[config.mk]
export PLATFORM = sky130hd
export DESIGN_NAME = ops_timer
export DESIGN_NICKNAME = d
export VERILOG_FILES = /design/src/ops_timer.v
export VERILOG_INCLUDE_DIRS = /design/src
export SDC_FILE = /design/constraint.sdc
export NUM_CORES = 1
export LEC_CHECK = 0
export BUFFER_PORTS_ARGS = -buffer_cell sky130_fd_sc_hd__clkbuf_2
export CAP_MARGIN = 20
export CORE_MARGIN = 3
export CORE_UTILIZATION = 47
export CTS_BUF_LIST = sky130_fd_sc_hd__clkbuf_4 sky130_fd_sc_hd__clkbuf_8
export CTS_CLUSTER_DIAMETER = 40
export DETAILED_ROUTE_END_ITERATION = 12
export PLACE_DENSITY = 0.63
export SKIP_CTS_REPAIR_TIMING = 1
export SYNTH_ARGS = -nofsm -noshare
export SYNTH_HDL_FRONTEND = slang
export SYNTH_SLANG_ARGS = --single-unit
[constraint.sdc]
create_clock -name pclk -period 9.1 [get_ports pclk]
set_input_delay 0.455 -clock pclk [delete_from_list [all_inputs] [get_ports pclk]]
set_output_delay 0.455 -clock pclk [all_outputs]
set_load 0.02 [all_outputs]
[src/ops_map.vh]
// Register offsets, field positions, codes and reset values of the slave-mode timer
`ifndef OPS_MAP_VH
`define OPS_MAP_VH

// Register byte offsets
`define OPS_OFF_CTRL    8'h00
`define OPS_OFF_SLAVE   8'h08
`define OPS_OFF_IEN     8'h0C
`define OPS_OFF_STAT    8'h10
`define OPS_OFF_EVGEN   8'h14
`define OPS_OFF_CHMODE  8'h18
`define OPS_OFF_POL     8'h20
`define OPS_OFF_COUNT   8'h24
`define OPS_OFF_PRESC   8'h28
`define OPS_OFF_RELOAD  8'h2C
`define OPS_OFF_CMP     8'h34

// Control register bits
`define OPS_CTRL_RUN     0
`define OPS_CTRL_UDIS    1
`define OPS_CTRL_UPD_SRC 2
`define OPS_CTRL_SINGLE  3
`define OPS_CTRL_RLD_PE  7
// Slave register fields
`define OPS_SLV_MODE    0
`define OPS_SLV_TSEL    4
// Enable, status and event-generation bits
`define OPS_IEN_TRIG    6
`define OPS_STAT_UIF    0
`define OPS_STAT_TRIG   6
`define OPS_EVG_FUPD    0
`define OPS_EVG_TG      6
// Channel mode fields
`define OPS_CHM_SRC1    0
`define OPS_CHM_FE      2
`define OPS_CHM_PE      3
`define OPS_CHM_OCM     4
`define OPS_CHM_SRC2    8
// Polarity bits
`define OPS_POL_P1      1
`define OPS_POL_NP1     3
`define OPS_POL_P2      5
`define OPS_POL_NP2     7

// Slave mode codes
`define OPS_MODE_OFF    3'h0
`define OPS_MODE_RESET  3'h4
`define OPS_MODE_GATED  3'h5
`define OPS_MODE_TRIG   3'h6
`define OPS_MODE_EXTCLK 3'h7
// Trigger select codes
`define OPS_TSEL_IN1EDG 3'h4
`define OPS_TSEL_IN1    3'h5
`define OPS_TSEL_IN2    3'h6
// Output mode codes
`define OPS_OCM_FROZEN  3'h0
`define OPS_OCM_ACTIVE  3'h1
`define OPS_OCM_INACT   3'h2
`define OPS_OCM_TOGGLE  3'h3
`define OPS_OCM_FLOW    3'h4
`define OPS_OCM_FHIGH   3'h5
`define OPS_OCM_PWM1    3'h6
`define OPS_OCM_PWM2    3'h7
// Channel source code routing the own input pin
`define OPS_CCS_PIN     2'h1

// Reset values
`define OPS_RST_ZERO    16'h0000
`define OPS_RST_RELOAD  16'hFFFF

`endif

[src/ops_timer.v]
// Single-pulse and slave-mode 16-bit upcounting timer with APB register access
`timescale 1ns/1ps
`include "ops_map.vh"

// Functional notes
// - Single-pulse mode stops counter at rollover
// - Update event in single-pulse clears run enable
// - Pulse starts at compare, lasts reload minus compare
// - Mode 111: high at match, low at reload
// - Single-pulse off: keep counting through updates
// - Trigger edge sets run enable, starting counter
// - Fast enable forces match level on trigger
// - Fast enable honoured only in PWM modes
// - Reset mode clears counter and prescaler on trigger
// - Reset trigger updates shadows when request source low
// - Reset trigger zeroes counter, sets flag, requests interrupt
// - Gated mode counts while trigger active and enabled
// - Gated mode flags both start and stop
// - Trigger mode starts counter on rising edge only
// - Trigger start begins counting and sets flag together
// - Slave actions lag input edge by resync stage
// - Source code 01 routes pin to filtered input
// - Debug halt freezes counter when freeze selected
// - Byte, halfword and word reads are accepted
module ops_timer #(
   parameter CW = 16
) (
   // Clock, reset and clock enable
   input  wire          pclk,
   input  wire          presetn,
   input  wire          ce,
   // APB slave
   input  wire          psel,
   input  wire          penable,
   input  wire          pwrite,
   input  wire [7:0]    paddr,
   input  wire [31:0]   pwdata,
   input  wire [3:0]    pstrb,
   output reg  [31:0]   prdata,
   output wire          pready,
   output wire          pslverr,
   // Timer inputs and internal triggers
   input  wire          ti1,
   input  wire          ti2,
   input  wire [3:0]    itr,
   // Debug
   input  wire          dbg_halt,
   input  wire          debug_freeze_select,
   // Channel and status outputs
   output reg           channel_reference_output,
   output reg           ch1_out,
   output wire          counter_run_enable,
   output wire          trig_irq
);

   // Address decode shared by read and write paths
   function sel;
      input [7:0] a;
      input [7:0] off;
      begin
         sel = (a[7:2] == off[7:2]);
      end
   endfunction

   // Register storage
   reg  [15:0]   ctrl_q;
   reg  [15:0]   slave_q;
   reg  [15:0]   ien_q;
   reg  [15:0]   stat_q;
   reg  [15:0]   chmode_q;
   reg  [15:0]   pol_q;
   reg  [CW-1:0] cnt_q;
   reg  [15:0]   psc_pre_q;
   reg  [15:0]   psc_sh_q;
   reg  [15:0]   psc_cnt_q;
   reg  [CW-1:0] rld_pre_q;
   reg  [CW-1:0] rld_sh_q;
   reg  [CW-1:0] cmp_pre_q;
   reg  [CW-1:0] cmp_sh_q;
   reg           perr_q;
   reg           force_q;
   reg           hit_q;
   reg           trig_in_q;
   // Input synchronisers
   reg           ti1_s1_q;
   reg           ti1_s2_q;
   reg           ti1_s3_q;
   reg           ti2_s1_q;
   reg           ti2_s2_q;
   reg  [3:0]    itr_q;

   // Field aliases
   wire          run      = ctrl_q[`OPS_CTRL_RUN];
   wire          udis     = ctrl_q[`OPS_CTRL_UDIS];
   wire          upd_src  = ctrl_q[`OPS_CTRL_UPD_SRC];
   wire          single   = ctrl_q[`OPS_CTRL_SINGLE];
   wire          rld_pe   = ctrl_q[`OPS_CTRL_RLD_PE];
   wire [2:0]    smode    = slave_q[`OPS_SLV_MODE +: 3];
   wire [2:0]    tsel     = slave_q[`OPS_SLV_TSEL +: 3];
   wire [1:0]    src1     = chmode_q[`OPS_CHM_SRC1 +: 2];
   wire [1:0]    src2     = chmode_q[`OPS_CHM_SRC2 +: 2];
   wire          fast_en  = chmode_q[`OPS_CHM_FE];
   wire          cmp_pe   = chmode_q[`OPS_CHM_PE];
   wire [2:0]    ocm      = chmode_q[`OPS_CHM_OCM +: 3];

   // APB access phase decode
   wire          acc      = psel & penable;
   wire          hw_ok    = (pstrb[1:0] == 2'b11);
   wire          wr       = acc & pwrite & hw_ok & ce & ~perr_q;
   wire          wr_ctrl  = wr & sel(paddr, `OPS_OFF_CTRL);
   wire          wr_slave = wr & sel(paddr, `OPS_OFF_SLAVE);
   wire          wr_ien   = wr & sel(paddr, `OPS_OFF_IEN);
   wire          wr_stat  = wr & sel(paddr, `OPS_OFF_STAT);
   wire          wr_evg   = wr & sel(paddr, `OPS_OFF_EVGEN);
   wire          wr_chm   = wr & sel(paddr, `OPS_OFF_CHMODE);
   wire          wr_pol   = wr & sel(paddr, `OPS_OFF_POL);
   wire          wr_cnt   = wr & sel(paddr, `OPS_OFF_COUNT);
   wire          wr_psc   = wr & sel(paddr, `OPS_OFF_PRESC);
   wire          wr_rld   = wr & sel(paddr, `OPS_OFF_RELOAD);
   wire          wr_cmp   = wr & sel(paddr, `OPS_OFF_CMP);
   wire          mapped   = sel(paddr, `OPS_OFF_CTRL)   | sel(paddr, `OPS_OFF_SLAVE)  |
                            sel(paddr, `OPS_OFF_IEN)    | sel(paddr, `OPS_OFF_STAT)   |
                            sel(paddr, `OPS_OFF_EVGEN)  | sel(paddr, `OPS_OFF_CHMODE) |
                            sel(paddr, `OPS_OFF_POL)    | sel(paddr, `OPS_OFF_COUNT)  |
                            sel(paddr, `OPS_OFF_PRESC)  | sel(paddr, `OPS_OFF_RELOAD) |
                            sel(paddr, `OPS_OFF_CMP);
   // Software generated update and trigger events
   wire          fupd     = wr_evg & pwdata[`OPS_EVG_FUPD];
   wire          tg       = wr_evg & pwdata[`OPS_EVG_TG];

   // One access cycle; stalls while the clock enable is low
   assign pready  = ce;
   assign pslverr = acc & perr_q;
   assign counter_run_enable = run;
   assign trig_irq = stat_q[`OPS_STAT_TRIG] & ien_q[`OPS_IEN_TRIG];

   // Filtered inputs: pin reaches channel only with source code 01
   wire          fi1      = (src1 == `OPS_CCS_PIN) & (ti1_s2_q ^ pol_q[`OPS_POL_P1]);
   wire          fi2      = (src2 == `OPS_CCS_PIN) & (ti2_s2_q ^ pol_q[`OPS_POL_P2]);
   wire          ti1_ed   = (src1 == `OPS_CCS_PIN) & (ti1_s2_q ^ ti1_s3_q);

   // Trigger input selection
   reg           trig_in;
   always @* begin
      case (tsel)
         3'h0:             trig_in = itr_q[0];
         3'h1:             trig_in = itr_q[1];
         3'h2:             trig_in = itr_q[2];
         3'h3:             trig_in = itr_q[3];
         `OPS_TSEL_IN1EDG: trig_in = ti1_ed;
         `OPS_TSEL_IN1:    trig_in = fi1;
         `OPS_TSEL_IN2:    trig_in = fi2;
         default:          trig_in = 1'b0;
      endcase
   end

   // Edges of the resynchronised trigger
   wire          t_rise   = trig_in & ~trig_in_q;
   wire          t_fall   = ~trig_in & trig_in_q;
   wire          m_reset  = (smode == `OPS_MODE_RESET) & t_rise;
   wire          m_gated  = (smode == `OPS_MODE_GATED);
   wire          m_start  = (smode == `OPS_MODE_TRIG) & t_rise;
   wire          m_extclk = (smode == `OPS_MODE_EXTCLK);

   // Count enable, debug freeze and prescaler tick
   wire          freeze   = dbg_halt & debug_freeze_select;
   wire          gate_ok  = ~m_gated | trig_in;
   wire          cnt_on   = run & gate_ok & ~freeze;
   wire          psc_tick = cnt_on & (~m_extclk | t_rise);
   wire          psc_wrap = psc_tick & (psc_cnt_q == psc_sh_q);
   wire          ovf      = psc_wrap & (cnt_q == rld_sh_q);
   wire          reinit   = fupd | m_reset;
   // Update event from rollover, software, or reset trigger when source low
   wire          upd_evt  = ~udis & (ovf | fupd | (m_reset & ~upd_src));
   wire          uif_set  = ~udis & (ovf | (~upd_src & reinit));
   // Trigger flag sources
   wire          tif_set  = m_reset | m_start | tg |
                            (m_gated & run & (t_rise | t_fall));
   // Fast enable acts only in the PWM modes
   wire          pwm      = (ocm == `OPS_OCM_PWM1) | (ocm == `OPS_OCM_PWM2);
   wire          fast_go  = fast_en & pwm & m_start;

   // Input synchronisers and trigger history
   always @(posedge pclk or negedge presetn) begin
      if (!presetn) begin
         ti1_s1_q <= 1'b0;
         ti1_s2_q <= 1'b0;
         ti1_s3_q <= 1'b0;
         ti2_s1_q <= 1'b0;
         ti2_s2_q <= 1'b0;
         itr_q    <= 4'h0;
         trig_in_q <= 1'b0;
      end else if (ce) begin
         ti1_s1_q <= ti1;
         ti1_s2_q <= ti1_s1_q;
         ti1_s3_q <= ti1_s2_q;
         ti2_s1_q <= ti2;
         ti2_s2_q <= ti2_s1_q;
         itr_q    <= itr;
         trig_in_q <= trig_in;
      end
   end

   // Configuration registers
   always @(posedge pclk or negedge presetn) begin
      if (!presetn) begin
         slave_q  <= `OPS_RST_ZERO;
         ien_q    <= `OPS_RST_ZERO;
         chmode_q <= `OPS_RST_ZERO;
         pol_q    <= `OPS_RST_ZERO;
      end else if (ce) begin
         if (wr_slave)
            slave_q <= pwdata[15:0] & 16'h0077;
         if (wr_ien)
            ien_q <= pwdata[15:0] & 16'h0040;
         if (wr_chm)
            chmode_q <= pwdata[15:0] & 16'h037F;
         if (wr_pol)
            pol_q <= pwdata[15:0] & 16'h00AA;
      end
   end

   // Control register with hardware set and clear of run enable
   always @(posedge pclk or negedge presetn) begin
      if (!presetn) begin
         ctrl_q <= `OPS_RST_ZERO;
      end else if (ce) begin
         if (wr_ctrl)
            ctrl_q <= pwdata[15:0] & 16'h008F;
         if (upd_evt & single)
            ctrl_q[`OPS_CTRL_RUN] <= 1'b0;
         if (m_start)
            ctrl_q[`OPS_CTRL_RUN] <= 1'b1;
      end
   end

   // Status flags: write zero clears, a hardware set in the same cycle wins
   always @(posedge pclk or negedge presetn) begin
      if (!presetn) begin
         stat_q <= `OPS_RST_ZERO;
      end else if (ce) begin
         if (wr_stat)
            stat_q <= stat_q & pwdata[15:0];
         if (uif_set)
            stat_q[`OPS_STAT_UIF] <= 1'b1;
         if (tif_set)
            stat_q[`OPS_STAT_TRIG] <= 1'b1;
      end
   end

   // Preload and shadow registers, shadows load on update event
   always @(posedge pclk or negedge presetn) begin
      if (!presetn) begin
         psc_pre_q <= `OPS_RST_ZERO;
         psc_sh_q  <= `OPS_RST_ZERO;
         rld_pre_q <= {CW{1'b1}};
         rld_sh_q  <= {CW{1'b1}};
         cmp_pre_q <= {CW{1'b0}};
         cmp_sh_q  <= {CW{1'b0}};
      end else if (ce) begin
         if (wr_psc)
            psc_pre_q <= pwdata[15:0];
         if (wr_rld)
            rld_pre_q <= pwdata[CW-1:0];
         if (wr_cmp)
            cmp_pre_q <= pwdata[CW-1:0];
         if (upd_evt) begin
            psc_sh_q <= wr_psc ? pwdata[15:0] : psc_pre_q;
            rld_sh_q <= wr_rld ? pwdata[CW-1:0] : rld_pre_q;
            cmp_sh_q <= wr_cmp ? pwdata[CW-1:0] : cmp_pre_q;
         end else begin
            if (wr_rld & ~rld_pe)
               rld_sh_q <= pwdata[CW-1:0];
            if (wr_cmp & ~cmp_pe)
               cmp_sh_q <= pwdata[CW-1:0];
         end
      end
   end

   // Counter and prescaler
   always @(posedge pclk or negedge presetn) begin
      if (!presetn) begin
         cnt_q     <= {CW{1'b0}};
         psc_cnt_q <= `OPS_RST_ZERO;
      end else if (ce) begin
         if (reinit) begin
            cnt_q     <= {CW{1'b0}};
            psc_cnt_q <= `OPS_RST_ZERO;
         end else begin
            if (psc_wrap)
               psc_cnt_q <= `OPS_RST_ZERO;
            else if (psc_tick)
               psc_cnt_q <= psc_cnt_q + 16'h0001;
            if (wr_cnt)
               cnt_q <= pwdata[CW-1:0];
            else if (ovf)
               cnt_q <= {CW{1'b0}};
            else if (psc_wrap)
               cnt_q <= cnt_q + {{(CW-1){1'b0}}, 1'b1};
         end
      end
   end

   // Compare match and fast-enable hold
   wire          hit      = (cnt_q == cmp_sh_q);
   wire          hit_evt  = hit & ~hit_q;
   wire          above    = (cnt_q >= cmp_sh_q);
   // Pulse ends as the count reaches the reload value
   wire          at_rld   = (cnt_q == rld_sh_q);
   always @(posedge pclk or negedge presetn) begin
      if (!presetn) begin
         hit_q   <= 1'b0;
         force_q <= 1'b0;
      end else if (ce) begin
         hit_q <= hit;
         if (fast_go)
            force_q <= 1'b1;
         else if (upd_evt | ~pwm)
            force_q <= 1'b0;
      end
   end

   // Reference output per output mode
   reg           ref_d;
   always @* begin
      ref_d = channel_reference_output;
      case (ocm)
         `OPS_OCM_FROZEN: ref_d = channel_reference_output;
         `OPS_OCM_ACTIVE: if (hit_evt) ref_d = 1'b1;
         `OPS_OCM_INACT:  if (hit_evt) ref_d = 1'b0;
         `OPS_OCM_TOGGLE: if (hit_evt) ref_d = ~channel_reference_output;
         `OPS_OCM_FLOW:   ref_d = 1'b0;
         `OPS_OCM_FHIGH:  ref_d = 1'b1;
         `OPS_OCM_PWM1:   ref_d = ~above & ~force_q;
         `OPS_OCM_PWM2:   ref_d = (above & ~at_rld) | force_q;
         default:         ref_d = channel_reference_output;
      endcase
   end

   // Registered reference and polarity-applied channel output
   always @(posedge pclk or negedge presetn) begin
      if (!presetn) begin
         channel_reference_output <= 1'b0;
         ch1_out                  <= 1'b0;
      end else if (ce) begin
         channel_reference_output <= ref_d;
         ch1_out                  <= ref_d ^ pol_q[`OPS_POL_P1];
      end
   end

   // Read mux, narrow registers zero-extended
   reg  [15:0]   rdata;
   always @* begin
      rdata = 16'h0000;
      if (sel(paddr, `OPS_OFF_CTRL))   rdata = ctrl_q;
      if (sel(paddr, `OPS_OFF_SLAVE))  rdata = slave_q;
      if (sel(paddr, `OPS_OFF_IEN))    rdata = ien_q;
      if (sel(paddr, `OPS_OFF_STAT))   rdata = stat_q;
      if (sel(paddr, `OPS_OFF_CHMODE)) rdata = chmode_q;
      if (sel(paddr, `OPS_OFF_POL))    rdata = pol_q;
      if (sel(paddr, `OPS_OFF_COUNT))  rdata = cnt_q;
      if (sel(paddr, `OPS_OFF_PRESC))  rdata = psc_pre_q;
      if (sel(paddr, `OPS_OFF_RELOAD)) rdata = rld_pre_q;
      if (sel(paddr, `OPS_OFF_CMP))    rdata = cmp_pre_q;
   end

   // Setup phase captures read data and the error decision
   always @(posedge pclk or negedge presetn) begin
      if (!presetn) begin
         prdata <= 32'h00000000;
         perr_q <= 1'b0;
      end else if (ce && psel && !penable) begin
         prdata <= {16'h0000, rdata};
         perr_q <= ~mapped | (pwrite & ~hw_ok);
      end
   end

endmodule // ops_timer

==> flow_metrics.env <==
export IMPL_critical_path_peak_fanout=7
export IMPL_worst_r2r_startpoint="cnt_q[13]"
export IMPL_syn_area_per_cell_um2=11.1
export IMPL_dieWidth_um=158
export IMPL_crit_path_required_time_ns=9.46
export IMPL_regToRegSetupSlack_ns=5.27
export IMPL_worst_setup_path_start_kind="flip-flop"
export IMPL_overflow=0
export IMPL_post_synth_num_cell_types=80
export IMPL_cts_sink_count=200
export IMPL_filler_cell_count=2053
export IMPL_routability_cong=0.925
export IMPL_post_layout_total_power_mw=1.74
export IMPL_detailedRoute_firstPassIterationCount=6
export IMPL_seq_area_frac_synth_pct=46.3
export IMPL_ctsRootBufferMaster="sky130_fd_sc_hd__clkbuf_8"
export IMPL_synthMostInstantiatedCell="sky130_fd_sc_hd__dfrtp_1"
export IMPL_adder_cell_fraction_of_synth_area_pct=2.41
export IMPL_hold_ws_ns=0.0425
export IMPL_grt_pass1_vias=7783
export IMPL_worst_endpoint_arrival_ns=4.19
export IMPL_fin_crit_ns=3.83
export IMPL_power_density_nw_per_um2=148
export IMPL_post_synth_top_area_cell="sky130_fd_sc_hd__dfrtp_1"
export IMPL_fp_dieArea_um2=25000
export IMPL_worst_pin_slew_ns=1.14
export IMPL_timing_slew_headroom_pct=24.0
export IMPL_insertion_delay_ns=0.47
export IMPL_timing_final_hold_violations=0
export IMPL_areaGrowthSynthToFinish_pct=7.70
export IMPL_grt_setup_unrepaired="no"
export IMPL_antennaDiodeCount=0
export IMPL_seq_cell_area_um2=5040
export IMPL_postPlaceCellArea_um2=11300
export IMPL_antenna_violations_before_repair=0
export IMPL_footprint_of_the_multi_input_gates_um2=5380
export IMPL_dieHeight_um=158
export IMPL_floorplan_rows=55
export IMPL_regToRegEndpoint="ch1_out"
export IMPL_synth_enable_flop_cells=0
export IMPL_post_synthesis_compound_gate_area_fraction_pct=13.2
export IMPL_post_drt_wl_per_cell_um=22.6
export IMPL_ys_warn_count=0
export IMPL_fin_util_pct=51.6
export IMPL_start_util_pct=47.9
export IMPL_postSynthCellCount=984
export IMPL_simple_gate_portion_of_the_synthesized_area_pct=10.4
export IMPL_core_area_um2=22700
export IMPL_synth_top_family_by_area="multiplexers"
export IMPL_report_final_setup_viol=0
export IMPL_max_vdd_ir_drop_uv=84.5
export IMPL_reg2reg_depth=12
export IMPL_viasPerCell=6.01
export IMPL_max_cap_violations=0
export IMPL_final_critical_path_setup_slack_ns=5.27
export IMPL_post_synth_most_frequent_cells="168 x sky130_fd_sc_hd__dfrtp_1, 109 x sky130_fd_sc_hd__mux2_2, 67 x sky130_fd_sc_hd__nand2_1"
export IMPL_clkTransAtPathRegs_ns=0.10
export IMPL_ant_nets=0
export IMPL_post_synthesis_share_of_cell_area_spent_on_xor_and_xnor_gates_pct=3.38
export IMPL_synth_cell_area_um2=10900
export IMPL_ys_flop_type="sky130_fd_sc_hd__dfrtp_1"
export IMPL_maximum_number_of_pins_on_one_net_before_global_route_repair=105
export IMPL_io_pin_count=96
export IMPL_netlist_top_cells_area="sky130_fd_sc_hd__dfrtp_1 39%, sky130_fd_sc_hd__mux2_2 11%, sky130_fd_sc_hd__dfstp_2 7.7%"
export IMPL_synth_top_area_share_pct=38.6
export IMPL_ys_ff_latch=200
export IMPL_grt_pass1_wl_mm=46.2
export IMPL_power_leakage_nw=5.14
export IMPL_ctsHtreeMaxLevel=4
export IMPL_tns_ns=0
export IMPL_hpwlAfterDp_mm=21.0
export IMPL_total_wire_length_mm=29.8
export IMPL_post_layout_nonfiller_instances=1318
export IMPL_remaining_drc_errors=0
export IMPL_dpl_worst_slack_ns=5.32
export IMPL_placed_cells_incl_taps=1285
export IMPL_worstHoldPathType="in2async"
export IMPL_detailed_router_s_first_iteration_violation_count=696
export IMPL_cts_max_path_buffers=2
export IMPL_skew_ns=0.0158
export IMPL_vias_after_detailed_routing=7916
export IMPL_fin_crit_sh_pct=42.1
export IMPL_slew_viol_final=0
export IMPL_synth_area_mux_share_pct=19.3
export IMPL_portBuffers=59
export IMPL_final_layout_size_suffix_gt1_share_pct=27.9
export IMPL_timing_worst_setup_path_type="reg2reg"
export IMPL_cts_tree="built"
export IMPL_grt_use_total_pct=24.4
export IMPL_finish_net_count=1099
export IMPL_finalInstanceArea_um2=11700
export IMPL_max_clock_freq_mhz=261
export IMPL_critPathCaptureType="flip-flop"
export IMPL_outcome="finished clean"
export IMPL_tritoncts_num_buffers=17
export IMPL_ys_async_sr_fraction_pct=100
==> how the worst max path moves through the flow <==
stage	from	endpoint	slack [ns]
floorplan	slave_q[4]	rld_sh_q[3]	6.04
global placement	cnt_q[13]	ch1_out	5.36
detailed placement	cnt_q[13]	ch1_out	5.32
CTS	cnt_q[13]	ch1_out	5.28
global route	slave_q[4]	psc_cnt_q[0]	4.99
finish	cnt_q[13]	ch1_out	5.27
==> layer usage <==
metal | global-route usage, % | wire length, µm
met1 | 35.2 | 13600
met3 | 4.89 | 1880
met4 | 7.13 | 674
met5 | 0 | 0
met2 | 37.6 | 13700
==> layout make-up <==
class / count / area share (%)
clock buffers: 22 / 2.53
clock inverters: 10 / 0.811
inverters: 39 / 1.25
multi-input cells: 689 / 45.9
flip-flops and latches: 200 / 43.0
well taps: 285 / 3.04
repair buffers: 73 / 3.47
==> critical path: stages (launching register included) <==
cell and delay, ns:
sky130_fd_sc_hd__dfrtp_1 0.50, sky130_fd_sc_hd__ha_1 0.38, sky130_fd_sc_hd__nand4_1 0.19, sky130_fd_sc_hd__nor4_1 0.55, sky130_fd_sc_hd__nand2b_1 0.18, sky130_fd_sc_hd__ha_1 0.32, sky130_fd_sc_hd__mux2i_1 0.13, sky130_fd_sc_hd__a221oi_1 0.10
sky130_fd_sc_hd__a31oi_1 0.17, sky130_fd_sc_hd__nor2_1 0.06, sky130_fd_sc_hd__nor3b_1 0.65, sky130_fd_sc_hd__xnor2_1 0.19, sky130_fd_sc_hd__mux2_2 0.30
==> logic make-up (layout without fill, tap and decap cells) <==
kind of cell             count (synthesis)  in the layout
flip-flops                             200            200
other                                    1             16
AND/OR/NAND/NOR                        223            223
adder cells (fa/ha/maj)                 21             21
AO/OA/AOI/OAI                          205            205
buffers and inverters                  110            144
multiplexers                           182            182
XOR/XNOR                                42             42
==> state kept, by name (all words and copies together), names as in the netlist, 4 cells and up <==
| signal | count |
|---|---|
| stat_q | 16 |
| psc_cnt_q | 16 |
| rld_pre_q | 16 |
| slave_q | 6 |
| psc_pre_q | 16 |
| itr_q | 4 |
| prdata | 16 |
| cmp_pre_q | 16 |
| psc_sh_q | 16 |
| ctrl_q | 5 |
| chmode_q | 9 |
| rld_sh_q | 16 |
| pol_q | 4 |
| cnt_q | 16 |
| cmp_sh_q | 16 |
==> cell usage in the layout, fill, tap and decap left out, types with 7 or more instances in the layout <==
master and n:
sky130_fd_sc_hd__dfrtp_1 168, sky130_fd_sc_hd__mux2_2 109, sky130_fd_sc_hd__nand2_1 67, sky130_fd_sc_hd__clkbuf_2 58, sky130_fd_sc_hd__nor2_1 49, sky130_fd_sc_hd__mux2i_1 45, sky130_fd_sc_hd__o21ai_0 44, sky130_fd_sc_hd__inv_1 38
sky130_fd_sc_hd__xnor2_1 36, sky130_fd_sc_hd__a21oi_1 33, sky130_fd_sc_hd__dfstp_2 32, sky130_fd_sc_hd__mux2_4 23, sky130_fd_sc_hd__nand3_1 22, sky130_fd_sc_hd__clkbuf_8 22, sky130_fd_sc_hd__ha_1 21, sky130_fd_sc_hd__o21a_1 17
sky130_fd_sc_hd__nand4_1 16, sky130_fd_sc_hd__conb_1 16, sky130_fd_sc_hd__o22ai_1 15, sky130_fd_sc_hd__a22oi_1 14, sky130_fd_sc_hd__a221oi_1 14, sky130_fd_sc_hd__buf_4 13, sky130_fd_sc_hd__nor4_1 11, sky130_fd_sc_hd__a22o_1 11
sky130_fd_sc_hd__nor2b_1 9, sky130_fd_sc_hd__nor3_1 9, sky130_fd_sc_hd__a222oi_1 9, sky130_fd_sc_hd__nand2b_1 7
==> power by group <==
part           internal (mW)  total [mW]  leakage [nW]  switching, mW
combinational         0.0795       0.204          2.41          0.125
sequential             0.924       0.965          2.53         0.0407
clock                  0.250       0.567         0.198          0.318
Power figures use the tool's default switching activity.
